### src/fsps_pkg.sv
`default_nettype none
package fsps_pkg;

    ////////////////////////////////////////////////////////////////////////
    // clocking
    localparam int unsigned CLK_PERIOD_NS = 10;

    ////////////////////////////////////////////////////////////////////////
    // widths
    localparam int unsigned MD_W  = 13;
    localparam int unsigned PER_W = 12;
    localparam int unsigned ACC_W = 26;
    localparam int unsigned PH_W  = 9;
    localparam int unsigned DLY_AW = 8;
    localparam int unsigned DLY_DEPTH = 256;

    ////////////////////////////////////////////////////////////////////////
    // multiply / divide factors
    localparam logic [MD_W-1:0] MD_MAX   = 13'h1000;
    localparam logic [MD_W-1:0] DEF_MULT = 13'h0004;
    localparam logic [MD_W-1:0] DEF_DIV  = 13'h0001;

    ////////////////////////////////////////////////////////////////////////
    // phase shift
    localparam logic signed [PH_W-1:0] PHASE_MAX = 9'sh0FF;
    localparam logic signed [PH_W-1:0] PHASE_MIN = -9'sh0FF;
    localparam logic [3:0]             STEP_SETTLE = 4'h4;

    ////////////////////////////////////////////////////////////////////////
    // lock and loss detection, in clk_i cycles / source edges
    localparam logic [PER_W-1:0] LOSS_TIMEOUT    = 12'hFFF;
    localparam logic [7:0]       LOCK_EDGES_LOW  = 8'h10;
    localparam logic [7:0]       LOCK_EDGES_HIGH = 8'h08;

    ////////////////////////////////////////////////////////////////////////
    // status bits
    localparam int unsigned ST_OVF_BIT  = 0;
    localparam int unsigned ST_LOSS_BIT = 1;

    typedef enum logic [1:0] {
        FSPS_SHIFT_NONE,
        FSPS_SHIFT_FIXED,
        FSPS_SHIFT_VARIABLE
    } fsps_shift_mode_type;

endpackage : fsps_pkg
`default_nettype wire

### src/fsps_step_if.sv
`default_nettype none
interface fsps_step_if;
    logic                    shift_rise;
    logic                    shift_fall;
    logic                    step_en;
    logic                    step_dir;
    logic                    load;
    logic                    variable;
    logic signed [8:0]       cfg_phase;
    logic signed [8:0]       phase;
    logic                    overflow;
    logic                    done;

    modport ctrl (
        output shift_rise, shift_fall, step_en, step_dir,
        output load, variable, cfg_phase,
        input  phase, overflow, done
    );
    modport stepper (
        input  shift_rise, shift_fall, step_en, step_dir,
        input  load, variable, cfg_phase,
        output phase, overflow, done
    );
endinterface : fsps_step_if
`default_nettype wire

### src/fsps_stepper.sv
`default_nettype none
module fsps_stepper (
    // clock and reset
    input  wire logic         clk_i,
    input  wire logic         srst_i,
    // control side
    fsps_step_if.stepper      step
);

    typedef enum logic [1:0] {
        FSPS_ST_IDLE,
        FSPS_ST_SETTLE,
        FSPS_ST_REPORT,
        FSPS_ST_HOLD
    } fsps_step_state_type;

    fsps_step_state_type state_reg;
    logic [3:0]          settle_reg;
    logic signed [8:0]   phase_reg;
    logic                ovf_reg;
    logic                done_reg;
    logic                take;
    logic                at_limit;

    // enable is sampled on the shift clock's falling edge, mid-period, away from its rising edges
    assign take = (state_reg == FSPS_ST_IDLE) && step.variable &&
                  step.shift_fall && step.step_en;
    assign at_limit = step.step_dir ? (phase_reg == fsps_pkg::PHASE_MAX)
                                    : (phase_reg == fsps_pkg::PHASE_MIN);

    ////////////////////////////////////////////////////////////////////////
    always_ff @(posedge clk_i) begin
        if (srst_i || step.load) begin
            state_reg  <= FSPS_ST_IDLE;
            settle_reg <= 4'h0;
        end else begin
            case (state_reg)
                FSPS_ST_IDLE: begin
                    if (take) begin
                        state_reg  <= FSPS_ST_SETTLE;
                        settle_reg <= fsps_pkg::STEP_SETTLE;
                    end
                end
                FSPS_ST_SETTLE: begin
                    if (settle_reg == 4'h0) begin
                        state_reg <= FSPS_ST_REPORT;
                    end else begin
                        settle_reg <= settle_reg - 4'h1;
                    end
                end
                FSPS_ST_REPORT: begin
                    if (step.shift_rise) begin
                        state_reg <= FSPS_ST_HOLD;
                    end
                end
                FSPS_ST_HOLD: begin
                    if (step.shift_rise) begin
                        state_reg <= FSPS_ST_IDLE;
                    end
                end
                default: begin
                    state_reg <= FSPS_ST_IDLE;
                end
            endcase
        end
    end

    ////////////////////////////////////////////////////////////////////////
    // requests outside idle never reach the phase register
    always_ff @(posedge clk_i) begin
        if (srst_i || step.load) begin
            phase_reg <= step.cfg_phase;
        end else if (take && !at_limit) begin
            phase_reg <= step.step_dir ? phase_reg + 9'sh001
                                       : phase_reg - 9'sh001;
        end
    end

    // sticky until the next reset
    always_ff @(posedge clk_i) begin
        if (srst_i || step.load) begin
            ovf_reg <= 1'b0;
        end else if (take && at_limit) begin
            ovf_reg <= 1'b1;
        end
    end

    // done stands from one shift-clock rise to the next
    always_ff @(posedge clk_i) begin
        if (srst_i || step.load) begin
            done_reg <= 1'b0;
        end else if (step.shift_rise) begin
            done_reg <= (state_reg == FSPS_ST_REPORT);
        end
    end

    assign step.phase    = phase_reg;
    assign step.overflow = ovf_reg;
    assign step.done     = done_reg;

    ////////////////////////////////////////////////////////////////////////
    property p_phase_range;
        @(posedge clk_i) disable iff (srst_i)
        (phase_reg <= fsps_pkg::PHASE_MAX) &&
        (phase_reg >= fsps_pkg::PHASE_MIN);
    endproperty
    a_phase_range: assert property (p_phase_range)
        else $error("phase factor out of range");

    property p_busy_ignored;
        @(posedge clk_i) disable iff (srst_i || step.load)
        (state_reg != FSPS_ST_IDLE) && step.shift_fall && step.step_en
        |=> $stable(phase_reg);
    endproperty
    a_busy_ignored: assert property (p_busy_ignored)
        else $error("step taken while busy");

    property p_done_drop;
        @(posedge clk_i) disable iff (srst_i || step.load)
        done_reg && step.shift_rise |=> !done_reg;
    endproperty
    a_done_drop: assert property (p_done_drop)
        else $error("done longer than one shift period");

    property p_done_hold;
        @(posedge clk_i) disable iff (srst_i || step.load)
        $rose(done_reg) |-> done_reg until step.shift_rise;
    endproperty
    a_done_hold: assert property (p_done_hold)
        else $error("done dropped early");

    property p_phase_reload;
        @(posedge clk_i)
        step.load |=> phase_reg == $past(step.cfg_phase);
    endproperty
    a_phase_reload: assert property (p_phase_reload)
        else $error("phase not reloaded after reset");

endmodule : fsps_stepper
`default_nettype wire

### src/fsps_top.sv
`default_nettype none
module fsps_top (
    // clock and reset
    input  wire logic        clk_i,
    input  wire logic        srst_i,
    // source clock and feedback
    input  wire logic        source_clk_in_i,
    input  wire logic        feedback_clk_in_used_i,
    // configuration
    input  wire logic [12:0] synth_multiplier_i,
    input  wire logic [12:0] synth_divisor_i,
    input  wire logic        synth_freq_range_sel_i,
    input  wire logic [1:0]  shift_mode_sel_i,
    input  wire logic [8:0]  cfg_phase_shift_i,
    input  wire logic        hold_config_until_lock_i,
    // phase step handshake
    input  wire logic        shift_clk_i,
    input  wire logic        shift_step_enable_i,
    input  wire logic        shift_direction_i,
    output logic             shift_step_done_o,
    // clock outputs
    output logic             synth_clk_out_o,
    output logic             synth_clk_inv_out_o,
    output logic             deskew_clk_out_o,
    // status
    output logic             locked_o,
    output logic             config_done_o,
    output logic [7:0]       status_o
);

    ////////////////////////////////////////////////////////////////////////
    function automatic logic [12:0] md_sel(input logic [12:0] v,
                                           input logic [12:0] dflt);
        if (v == 13'h0000) begin
            return dflt;
        end else if (v > fsps_pkg::MD_MAX) begin
            return fsps_pkg::MD_MAX;
        end
        return v;
    endfunction : md_sel

    // negative factors wrap to one period minus the magnitude
    function automatic logic [7:0] phase_taps(input logic signed [8:0] n,
                                              input logic [11:0] p);
        logic [8:0]  n_eff;
        logic [20:0] prod;
        n_eff = n[8] ? (9'h100 + 9'(n)) : 9'(n);
        prod  = 21'(n_eff) * 21'(p);
        if (prod[20:8] > 13'h00FF) begin
            return 8'hFF;
        end
        return prod[15:8];
    endfunction : phase_taps

    ////////////////////////////////////////////////////////////////////////
    // synchronisers: 0 source, 1 shift clock, 2 enable, 3 direction
    logic [3:0] sync1_reg;
    logic [3:0] sync2_reg;
    logic [1:0] prev_reg;
    logic       src_rise;

    always_ff @(posedge clk_i) begin
        sync1_reg <= {shift_direction_i, shift_step_enable_i,
                      shift_clk_i, source_clk_in_i};
        sync2_reg <= sync1_reg;
        prev_reg  <= sync2_reg[1:0];
    end

    assign src_rise = sync2_reg[0] && !prev_reg[0];

    fsps_step_if step ();

    assign step.shift_rise = sync2_reg[1] && !prev_reg[1];
    assign step.shift_fall = !sync2_reg[1] && prev_reg[1];
    assign step.step_en    = sync2_reg[2];
    assign step.step_dir   = sync2_reg[3];
    assign step.cfg_phase  = cfg_phase_shift_i;

    ////////////////////////////////////////////////////////////////////////
    // configuration is re-captured from the pins at every reset
    logic                          cfg_load_reg;
    logic [12:0]                   mult_reg;
    logic [12:0]                   div_reg;
    logic                          range_reg;
    fsps_pkg::fsps_shift_mode_type mode_reg;

    always_ff @(posedge clk_i) begin
        cfg_load_reg <= srst_i;
    end

    always_ff @(posedge clk_i) begin
        if (srst_i || cfg_load_reg) begin
            mult_reg  <= md_sel(synth_multiplier_i, fsps_pkg::DEF_MULT);
            div_reg   <= md_sel(synth_divisor_i, fsps_pkg::DEF_DIV);
            range_reg <= synth_freq_range_sel_i;
            case (shift_mode_sel_i)
                2'h1:    mode_reg <= fsps_pkg::FSPS_SHIFT_FIXED;
                2'h2:    mode_reg <= fsps_pkg::FSPS_SHIFT_VARIABLE;
                default: mode_reg <= fsps_pkg::FSPS_SHIFT_NONE;
            endcase
        end
    end

    assign step.load     = srst_i || cfg_load_reg;
    assign step.variable = (mode_reg == fsps_pkg::FSPS_SHIFT_VARIABLE);

    fsps_stepper u_stepper (
        .clk_i  (clk_i),
        .srst_i (srst_i),
        .step   (step.stepper)
    );

    ////////////////////////////////////////////////////////////////////////
    // source period measurement and loss detection
    logic [11:0] cnt_reg;
    logic [11:0] period_reg;
    logic [7:0]  stable_reg;
    logic        lost_reg;
    logic [11:0] diff;

    assign diff = (cnt_reg >= period_reg) ? cnt_reg - period_reg
                                          : period_reg - cnt_reg;

    always_ff @(posedge clk_i) begin
        if (srst_i) begin
            cnt_reg    <= 12'h000;
            period_reg <= 12'h000;
            stable_reg <= 8'h00;
            lost_reg   <= 1'b0;
        end else if (src_rise) begin
            cnt_reg    <= 12'h001;
            period_reg <= cnt_reg;
            lost_reg   <= 1'b0;
            if (period_reg != 12'h000 && diff <= 12'h001) begin
                if (stable_reg != 8'hFF) begin
                    stable_reg <= stable_reg + 8'h01;
                end
            end else begin
                stable_reg <= 8'h00;
            end
        end else if (cnt_reg == fsps_pkg::LOSS_TIMEOUT) begin
            lost_reg   <= 1'b1;
            stable_reg <= 8'h00;
        end else begin
            cnt_reg <= cnt_reg + 12'h001;
        end
    end

    ////////////////////////////////////////////////////////////////////////
    // synthesizer: toggle accumulator; capped at clk_i/2 when 2M >= D*P
    logic [25:0] acc_reg;
    logic        synth_reg;
    logic [12:0] src_cnt_reg;
    logic [25:0] dp;
    logic [25:0] acc_sum;
    logic [25:0] acc_rem;
    logic        align;

    assign dp      = 26'(div_reg * period_reg);
    assign acc_sum = acc_reg + 26'({mult_reg, 1'b0});
    assign acc_rem = acc_sum - dp;
    assign align   = feedback_clk_in_used_i && src_rise &&
                     (src_cnt_reg == 13'h0000);

    always_ff @(posedge clk_i) begin
        if (srst_i) begin
            src_cnt_reg <= 13'h0000;
        end else if (src_rise) begin
            src_cnt_reg <= (src_cnt_reg + 13'h0001 >= div_reg) ? 13'h0000
                         : src_cnt_reg + 13'h0001;
        end
    end

    // equal half periods keep the duty at 50/50 within one clk_i
    always_ff @(posedge clk_i) begin
        if (srst_i || period_reg == 12'h000) begin
            acc_reg   <= 26'h0000000;
            synth_reg <= 1'b0;
        end else if (align) begin
            acc_reg   <= 26'h0000000;
            synth_reg <= 1'b1;
        end else if (acc_sum >= dp) begin
            acc_reg   <= (acc_rem >= dp) ? 26'h0000000 : acc_rem;
            synth_reg <= !synth_reg;
        end else begin
            acc_reg <= acc_sum;
        end
    end

    ////////////////////////////////////////////////////////////////////////
    // delay line, whole clk_i taps; bit 1 synth, bit 0 source
    logic [1:0]        dly_mem [fsps_pkg::DLY_DEPTH];
    logic [7:0]        wptr_reg;
    logic              wrapped_reg;
    logic signed [8:0] n_eff;
    logic [7:0]        taps_src;
    logic [7:0]        taps_syn;
    logic [1:0]        tap_src;
    logic [1:0]        tap_syn;

    assign n_eff = (mode_reg == fsps_pkg::FSPS_SHIFT_NONE) ? 9'sh000
                 : step.phase;
    assign taps_src = phase_taps(n_eff, period_reg);
    assign taps_syn = feedback_clk_in_used_i ? taps_src : 8'h00;
    assign tap_src  = dly_mem[wptr_reg - 8'h01 - taps_src];
    assign tap_syn  = dly_mem[wptr_reg - 8'h01 - taps_syn];

    always_ff @(posedge clk_i) begin
        dly_mem[wptr_reg] <= {synth_reg, sync2_reg[0]};
    end

    always_ff @(posedge clk_i) begin
        if (srst_i) begin
            wptr_reg    <= 8'h00;
            wrapped_reg <= 1'b0;
        end else begin
            wptr_reg <= wptr_reg + 8'h01;
            if (wptr_reg == 8'hFF) begin
                wrapped_reg <= 1'b1;
            end
        end
    end

    always_ff @(posedge clk_i) begin
        if (srst_i || !wrapped_reg) begin
            synth_clk_out_o     <= 1'b0;
            synth_clk_inv_out_o <= 1'b1;
            deskew_clk_out_o    <= 1'b0;
        end else begin
            synth_clk_out_o     <= tap_syn[1];
            synth_clk_inv_out_o <= !tap_syn[1];
            deskew_clk_out_o    <= tap_src[0];
        end
    end

    ////////////////////////////////////////////////////////////////////////
    // lock, configuration done and status
    logic stable_ok;

    assign stable_ok = (stable_reg >= (range_reg ? fsps_pkg::LOCK_EDGES_HIGH
                                                 : fsps_pkg::LOCK_EDGES_LOW));

    always_ff @(posedge clk_i) begin
        if (srst_i) begin
            locked_o <= 1'b0;
        end else begin
            locked_o <= stable_ok && !lost_reg && wrapped_reg;
        end
    end

    always_ff @(posedge clk_i) begin
        if (srst_i) begin
            config_done_o <= !hold_config_until_lock_i;
            status_o      <= 8'h00;
        end else begin
            config_done_o <= !hold_config_until_lock_i || locked_o;
            status_o      <= 8'h00;
            status_o[fsps_pkg::ST_OVF_BIT]  <= step.overflow;
            status_o[fsps_pkg::ST_LOSS_BIT] <= lost_reg &&
                                               feedback_clk_in_used_i;
        end
    end

    assign shift_step_done_o = step.done;

    ////////////////////////////////////////////////////////////////////////
    property p_lock_drop;
        @(posedge clk_i) srst_i |=> !locked_o;
    endproperty
    a_lock_drop: assert property (p_lock_drop)
        else $error("lock kept during reset");

    property p_lock_cause;
        @(posedge clk_i) disable iff (srst_i)
        $rose(locked_o) |-> $past(stable_ok) && !$past(lost_reg);
    endproperty
    a_lock_cause: assert property (p_lock_cause)
        else $error("lock without stable source");

    property p_inverted;
        @(posedge clk_i) disable iff (srst_i)
        synth_clk_inv_out_o == !synth_clk_out_o;
    endproperty
    a_inverted: assert property (p_inverted)
        else $error("inverted output not complement");

    property p_hold_done;
        @(posedge clk_i) disable iff (srst_i)
        hold_config_until_lock_i && $past(hold_config_until_lock_i) &&
        !$past(locked_o) |-> !config_done_o;
    endproperty
    a_hold_done: assert property (p_hold_done)
        else $error("config done before lock");

    property p_loss_fb;
        @(posedge clk_i) disable iff (srst_i)
        status_o[fsps_pkg::ST_LOSS_BIT] |-> $past(feedback_clk_in_used_i);
    endproperty
    a_loss_fb: assert property (p_loss_fb)
        else $error("loss flagged without feedback");

    property p_mult_default;
        @(posedge clk_i)
        cfg_load_reg && (synth_multiplier_i == 13'h0000)
        |=> mult_reg == fsps_pkg::DEF_MULT;
    endproperty
    a_mult_default: assert property (p_mult_default)
        else $error("multiplier default not applied");

endmodule : fsps_top
`default_nettype wire

### config.mk
export PLATFORM = sky130hd
export DESIGN_NAME = fsps_top
export DESIGN_NICKNAME = d
export VERILOG_FILES = /design/src/fsps_pkg.sv /design/src/fsps_step_if.sv /design/src/fsps_stepper.sv /design/src/fsps_top.sv
export SDC_FILE = /design/constraint.sdc
export NUM_CORES = 2
export LEC_CHECK = 0
export BUFFER_PORTS_ARGS = -buffer_cell sky130_fd_sc_hd__buf_2
export CORE_ASPECT_RATIO = 1.5
export CORE_MARGIN = 2
export CORE_UTILIZATION = 30
export DETAILED_ROUTE_END_ITERATION = 8
export GPL_TIMING_DRIVEN = 0
export PLACE_DENSITY = 0.43
export SYNTH_ARGS = -nofsm -noshare
export SYNTH_HDL_FRONTEND = slang
export SYNTH_SLANG_ARGS = --single-unit
export TNS_END_PERCENT = 10
### constraint.sdc
create_clock -name clk_i -period 16.3 [get_ports clk_i]
set_input_delay 0.815 -clock clk_i [delete_from_list [all_inputs] [get_ports clk_i]]
set_output_delay 0.815 -clock clk_i [all_outputs]
set_load 0.1 [all_outputs]
Word-level counts from Yosys, hierarchy flattened
Memory sizes are Yosys's and may differ from the RTL's. A register that Yosys moved wholly into a read port is not among the register bits.
Cells that the tools add are included.
{"block": "op_classes", "multipliers": 2, "n_mux": 45, "n_shift": 0, "order_cmp": 9, "bitwise": 0, "reduce_logical": 45, "div_mod_pow": 0, "add_sub_neg": 15, "n_eq_ne": 18}
{"cell": "13-bit 2-to-1 mux", "count": 7}
{"cell": "8-bit 2-to-1 mux", "count": 7}
{"cell": "26-bit by 25-bit >= comparator with 1-bit output", "count": 2}
{"cell": "26-bit 2-to-1 mux", "count": 2}
{"cell": "9-bit 2-to-1 mux", "count": 5}
{"cell": "13-bit zero test", "count": 3}
{"cell": "26-bit by 14-bit adder with 26-bit output", "count": 1}
{"cell": "13-bit greater-than comparator, second input constant", "count": 2}
{"cell": "26-bit by 25-bit subtractor with 26-bit output", "count": 1}
{"cell": "13-bit by 12-bit multiplier with 25-bit output", "count": 1}
{"cell": "12-bit subtractor", "count": 2}
{"cell": "9-bit by 12-bit multiplier with 21-bit output", "count": 1}
{"cell": "9-bit == test, second input constant", "count": 2}
{"cell": "8-bit by 1-bit adder with 8-bit output, second input constant", "count": 2}
{"cell": "8-bit subtractor", "count": 2}
{"cell": "1-bit logical AND", "count": 14}
{"cell": "13-bit by 1-bit adder with 13-bit output, second input constant", "count": 1}
{"cell": "13-bit >= comparator", "count": 1}
{"cell": "13-bit by 8-bit greater-than comparator with 1-bit output, second input constant", "count": 1}
{"cell": "1-bit 2-to-1 mux", "count": 13}
{"cell": "12-bit by 1-bit adder with 12-bit output, second input constant", "count": 1}
{"cell": "12-bit == test, second input constant", "count": 1}
{"cell": "12-bit >= comparator", "count": 1}
{"cell": "12-bit by 1-bit less-or-equal comparator with 1-bit output, second input constant", "count": 1}
{"cell": "other kinds (31)", "count": 60}
{"block": "word_totals", "memories": 1, "latchBits": 0, "output_inout_bits": 14, "register_bits": 151, "romBits": 0, "wordCells": 164, "inputBits": 46, "mem_bits_rw": 512}
{"memory": "dly_mem", "depth": 256, "word_bits": 2, "read_ports": 2, "rd_ports_with_merged_regs": 1, "wr": 1, "line_no": "fsps_top.sv:192", "text": "logic [1:0] dly_mem [fsps_pkg::DLY_DEPTH];"}

Logic depth before layout (Yosys ltp)
An unclocked memory read counts as a cell.
{"block": "logic_depth", "word_depth": 12, "depth_mapped": 41, "ltp_nobuf": 38}

Modules after synthesis
Synthesis repeated with hierarchy kept, for this count alone.
{"block": "unflattened", "cells_unflattened": 3277, "area_unflattened_um2": 39690.6}
{"mod": "fsps_top", "n_inst": 1, "cells_each": 3133, "seq_area_each_um2": 18247.5, "area_per_inst_um2": 38391.8}
{"mod": "fsps_stepper", "n_inst": 1, "cells_each": 144, "seq_area_each_um2": 430.4, "area_per_inst_um2": 1298.7}

Least setup slack after synthesis
Ideal clock, no wire load.
{"block": "synth_path", "kind": "flip-flop to flip-flop", "start": "reg mode_reg[1]", "end": "reg deskew_clk_out_o (read register of dly_mem)", "period_less_slack_ns": 8.639, "n_path_buf": 4, "required_time_ns": 16.184, "setup_ns": 0.116, "t_arrival_ns": 8.524, "slack_ns": 7.661, "stages_incl_launch_ff": 34, "cell_sequence": "edfxtp_1 > nor2_1 > nor2b_1 > clkbuf_1 > and2_1 > fa_1 > inv_1 > fa_1 > inv_1 > fa_1 > inv_1 > fa_1 > inv_1 > ha_1 > o21ai_0 > nand2b_1 > nor3b_1 > a21o_1 > a21o_1 > a21oi_1 > o21ai_0 > xnor2_1 > nand2_1 > or2_2 > ha_1 > clkbuf_1 > buf_1 > buf_2 > mux4_2 > mux4_2 > mux4_2 > mux2i_1 > nand3_1 > and3b_1"}
{"block": "synth_via", "elab_chain_len": 9}
{"element": "from (decl)", "line_no": "fsps_top.sv:85", "text": "fsps_pkg::fsps_shift_mode_type mode_reg;"}
{"element": "from (signal assigned)", "line_no": "fsps_top.sv:97", "text": "2'h1: mode_reg <= fsps_pkg::FSPS_SHIFT_FIXED;"}
{"element": "from (signal assigned)", "line_no": "fsps_top.sv:98", "text": "2'h2: mode_reg <= fsps_pkg::FSPS_SHIFT_VARIABLE;"}
{"element": "from (signal assigned)", "line_no": "fsps_top.sv:99", "text": "default: mode_reg <= fsps_pkg::FSPS_SHIFT_NONE;"}
{"element": "2-bit zero test (*)", "line_no": "fsps_top.sv:201", "text": "assign n_eff = (mode_reg == fsps_pkg::FSPS_SHIFT_NONE) ? 9'sh000"}
{"element": "9-bit 2-to-1 mux (*)", "line_no": "fsps_top.sv:201"}
{"element": "9-bit adder", "line_no": "fsps_top.sv:47", "text": "n_eff = n[8] ? (9'h100 + 9'(n)) : 9'(n);"}
{"element": "9-bit 2-to-1 mux (*)", "line_no": "fsps_top.sv:47"}
{"element": "9-bit by 12-bit multiplier with 21-bit output (*)", "line_no": "fsps_top.sv:48", "text": "prod = 21'(n_eff) * 21'(p);"}
{"element": "13-bit by 8-bit greater-than comparator with 1-bit output", "line_no": "fsps_top.sv:49", "text": "if (prod[20:8] > 13'h00FF) begin"}
{"element": "1-bit 2-to-1 mux", "line_no": "fsps_top.sv:49"}
{"element": "8-bit 2-to-1 mux (*)", "line_no": "fsps_top.sv:52", "text": "return prod[15:8];"}
{"element": "8-bit subtractor (*)", "line_no": "fsps_top.sv:205", "text": "assign tap_src = dly_mem[wptr_reg - 8'h01 - taps_src];"}
{"element": "to (decl)", "line_no": "fsps_top.sv:24", "text": "output logic deskew_clk_out_o,"}
Mark *: on every way between the ends. The rest lies on a longest branch, timed or not.
A chain may end at the register's enable or synchronous reset.

Final worst setup path
{"block": "layout_path", "start": "reg period_reg[6]", "end": "reg synth_clk_out_o"}
{"block": "layout_via", "elab_chain_len": 7}
{"element": "from (decl)", "line_no": "fsps_top.sv:116", "text": "logic [11:0] period_reg;"}
{"element": "from (signal assigned)", "line_no": "fsps_top.sv:132", "text": "period_reg <= cnt_reg;"}
{"element": "9-bit by 12-bit multiplier with 21-bit output (*)", "line_no": "fsps_top.sv:48"}
{"element": "13-bit by 8-bit greater-than comparator with 1-bit output", "line_no": "fsps_top.sv:49"}
{"element": "1-bit 2-to-1 mux", "line_no": "fsps_top.sv:49"}
{"element": "8-bit 2-to-1 mux (*)", "line_no": "fsps_top.sv:52"}
{"element": "8-bit 2-to-1 mux (*)", "line_no": "fsps_top.sv:204", "text": "assign taps_syn = feedback_clk_in_used_i ? taps_src : 8'h00;"}
{"element": "8-bit subtractor (*)", "line_no": "fsps_top.sv:206", "text": "assign tap_syn = dly_mem[wptr_reg - 8'h01 - taps_syn];"}
{"element": "memory read 256 x 2 bit (*)"}
{"element": "to (signal assigned)", "line_no": "fsps_top.sv:230", "text": "synth_clk_out_o <= tap_syn[1];"}
{"element": "to (decl)", "line_no": "fsps_top.sv:22", "text": "output logic synth_clk_out_o,"}
Marks and branches as above.

==> impl_metrics.toml <==
[yosys]
ys_async_sr_fraction_pct = 0
syn_area_um2 = 39500
synth_top_area_share_pct = 41.8
synth_warnings = 0
yosys-top-cells-area = "edfxtp_1, mux4_2, fa_1"
synth-edff-count = 550
syn-mean-instance-area_um2 = 12.0
seq_area_frac_synth_pct = 47.2
ys.flop_type = "edfxtp_1"
synth_seq_cells = 658
synth_most_common_cell = "edfxtp_1"
yosysTopAreaCell = "edfxtp_1"
yosys-top-cells-count = "edfxtp_1, nor2_1, nand2_1, inv_1, ha_1"
synthCells = 3303
yosysUniqueCellTypes = 93

[detailed_routing]
via_per_inst = 4.93
drc = 0
post_drt_wl_per_cell_um = 24.1
first_pass_iters = 5
ant_nets = 0
wl_um = 126000
vias = 25800
drt_iter0_markers = 1485

[layout]
nets = 3909
fillCellCount = 13200
largest_register_ffs = 512
drive_gt1_share_pct = 11.4
area_delta_synth_final_pct = 12.8
instances_no_fill = 5237

[critical_path]
r2r_slack_ns = 4.81
cp-start-kind = "flip-flop"
critPathSlowestCell = "clkbuf_1"
crit_path_frequent_cell = "fa_1"
reg2regPathDepth = 31
slowest_delay_ns = 1.20
worstSetupEndpointType = "flip-flop"
worstPathMaxFanout = 10
cp.arrival_ns = 12.00
worstSetupPathType = "flip-flop to flip-flop"
required_ns = 16.81

[job]
max_cap_viol_count = 1

[sta]
setup_viol = 0
slew_violations = 11
post-route-period-util_pct = 70.5
finalHoldViolCount = 0
skew_ns = 0.0234
fmax_mhz = 87.1
post-route-min-period_ns = 11.49
slew_headroom_pct = -3.42
worst_slew_pin_slew_ns = 1.55
rsz0062_at_grt = "no"
setup_tns_ns = 0

[clocking]
ctsResizeCount = 0
cts.sinks = 658
tritoncts = "built"
hold_buffers = 0
htreeDepth = 3
cts.clk_slew.worst_paths_ns = 0.07
cts_root_buf = "clkbuf_16"
cts_inserted_buffers = 71
clockBufferDepth = 3
cts_setup_buffers = 0
worstSkewPairLatency_ns = 0.69

[global_routing]
grt_pass1_wl_um = 185000
grt_pass1_vias = 28000
grt_overflow = 0
grt_max_degree = 94
track_usage_pct = 18.9
antenna_found_initial = 1

[die]
die_w_um = 300
core_area_um2 = 131000
pin_count = 60
die_h_um = 449
rows = 163
start_util_pct = 30.2
die_area_um2 = 135000

[place]
place_congestion = 0.832
dp_hpwl_um = 94100
dpl.cell_count = 5105
portBuffers = 53

[pwr]
p_sw_share_pct = 28.3
switching_power_mw = 1.19
power.density_nw_per_um2 = 94.3
internal-power_mw = 3.02
clkPwrFrac_pct = 39.3
pwr-share-comb_pct = 16.7
peakVddDrop_mv = 0.0860
seqPwrFrac_pct = 44.0
leakage_nw = 16.8

[run_status]
status = "complete, but fails checks"
failed_checks = "max-capacitance violations, max-slew violations"

[min_path]
whs_path_depth = 1
min_path_type = "input pin to flip-flop"
==> worst max-delay path: cells and delay by family (launching register included) <==
family	cells	cell delay, ns
DFF	1	0.33
and+or+nand+nor	6	1.33
AOI/OAI and AO/OA	5	0.85
adders and majority gates	6	2.96
buffers and inverters	8	3.74
xor gates and xnor gates	1	0.11
muxes	5	1.98
==> metal layers <==
metal	global-route usage, %	vias up	wire length [um]	share of wire [%]
li1	-	12000	-	-
met1	19.7	13200	45200	36
met2	37.7	456	72700	58
met3	1.98	164	3720	2.9
met4	7.55	0	4700	3.7
met5	0	-	0	0
==> cell families (layout without fill, tap and decap cells) <==
| logic type | count (synthesis) | in the layout | synth area share (%) |
|---|---|---|---|
| other cells | 1 | 8 | 0.00948 |
| fa+ha+maj | 419 | 419 | 16.6 |
| simple gates | 1067 | 1067 | 12.2 |
| compound gates | 392 | 392 | 6.52 |
| flops | 658 | 658 | 47.2 |
| buf+inv | 445 | 640 | 4.36 |
| xor+xnor | 130 | 130 | 2.90 |
| mux | 191 | 191 | 10.2 |
==> through the flow <==
step	worst slack, ns	hold slack, ns	area, um^2	util (%)	power, mW
2_1_floorplan	7.66	0.310	39600	-	2.32
3_3_place_gp	4.26	0.313	42000	32.0	2.60
3_5_place_dp	4.68	0.316	42300	32.2	2.60
4_1_cts	4.62	0.159	44600	34.0	4.27
5_1_grt	4.19	0.203	44600	34.0	4.36
6_report	4.81	0.224	44600	34.0	4.21
==> path summary, 6_finish.rpt <==
| kind | start | endpoint |
|---|---|---|
| hold / removal | shift_direction_i | sync1_reg[3] |
| setup reg to reg | period_reg[6] | synth_clk_out_o |
| hold reg to reg | sync1_reg[0] | sync2_reg[0] |
| setup / recovery | period_reg[6] | synth_clk_out_o |
==> power by group through the flow <==
stage	Clock, mW	Combinational [mW]	Sequential, mW
after floorplan	0	0.424	1.89
after global placement	0	0.687	1.91
after detailed placement	0	0.713	1.89
after CTS	1.70	0.716	1.85
after global routing	1.76	0.751	1.85
final	1.65	0.704	1.85
==> layout make-up <==
type | instances | area (um^2) | share of cell area, %
clock buffer | 95 | 1930 | 4.32
multi-input combinational | 2206 | 19200 | 43.0
timing repair buffer | 64 | 499 | 1.12
antenna | 1 | 2.50 | 0.00561
buffer | 147 | 616 | 1.38
tap | 1732 | 2170 | 4.86
sequential | 658 | 18700 | 41.9
inverter | 298 | 1120 | 2.52
clock inverter | 36 | 392 | 0.878
==> layout by cell type (no fill, tap or decap), types with 22 or more instances in the layout <==
master       n
a21o_1      34
a21oi_1    112
a22o_1      22
and2_1      66
buf_2       66
clkbuf_1   129
clkbuf_16   71
dfxtp_1    106
edfxtp_1   550
fa_1       177
ha_1       240
inv_1      292
mux4_2     168
nand2_1    296
nand2b_1    26
nand3_1     54
nor2_1     432
nor2b_1     58
nor3_1      38
o21ai_0     83
xnor2_1     84
xor2_1      41
Power figures use the tool's default switching activity.
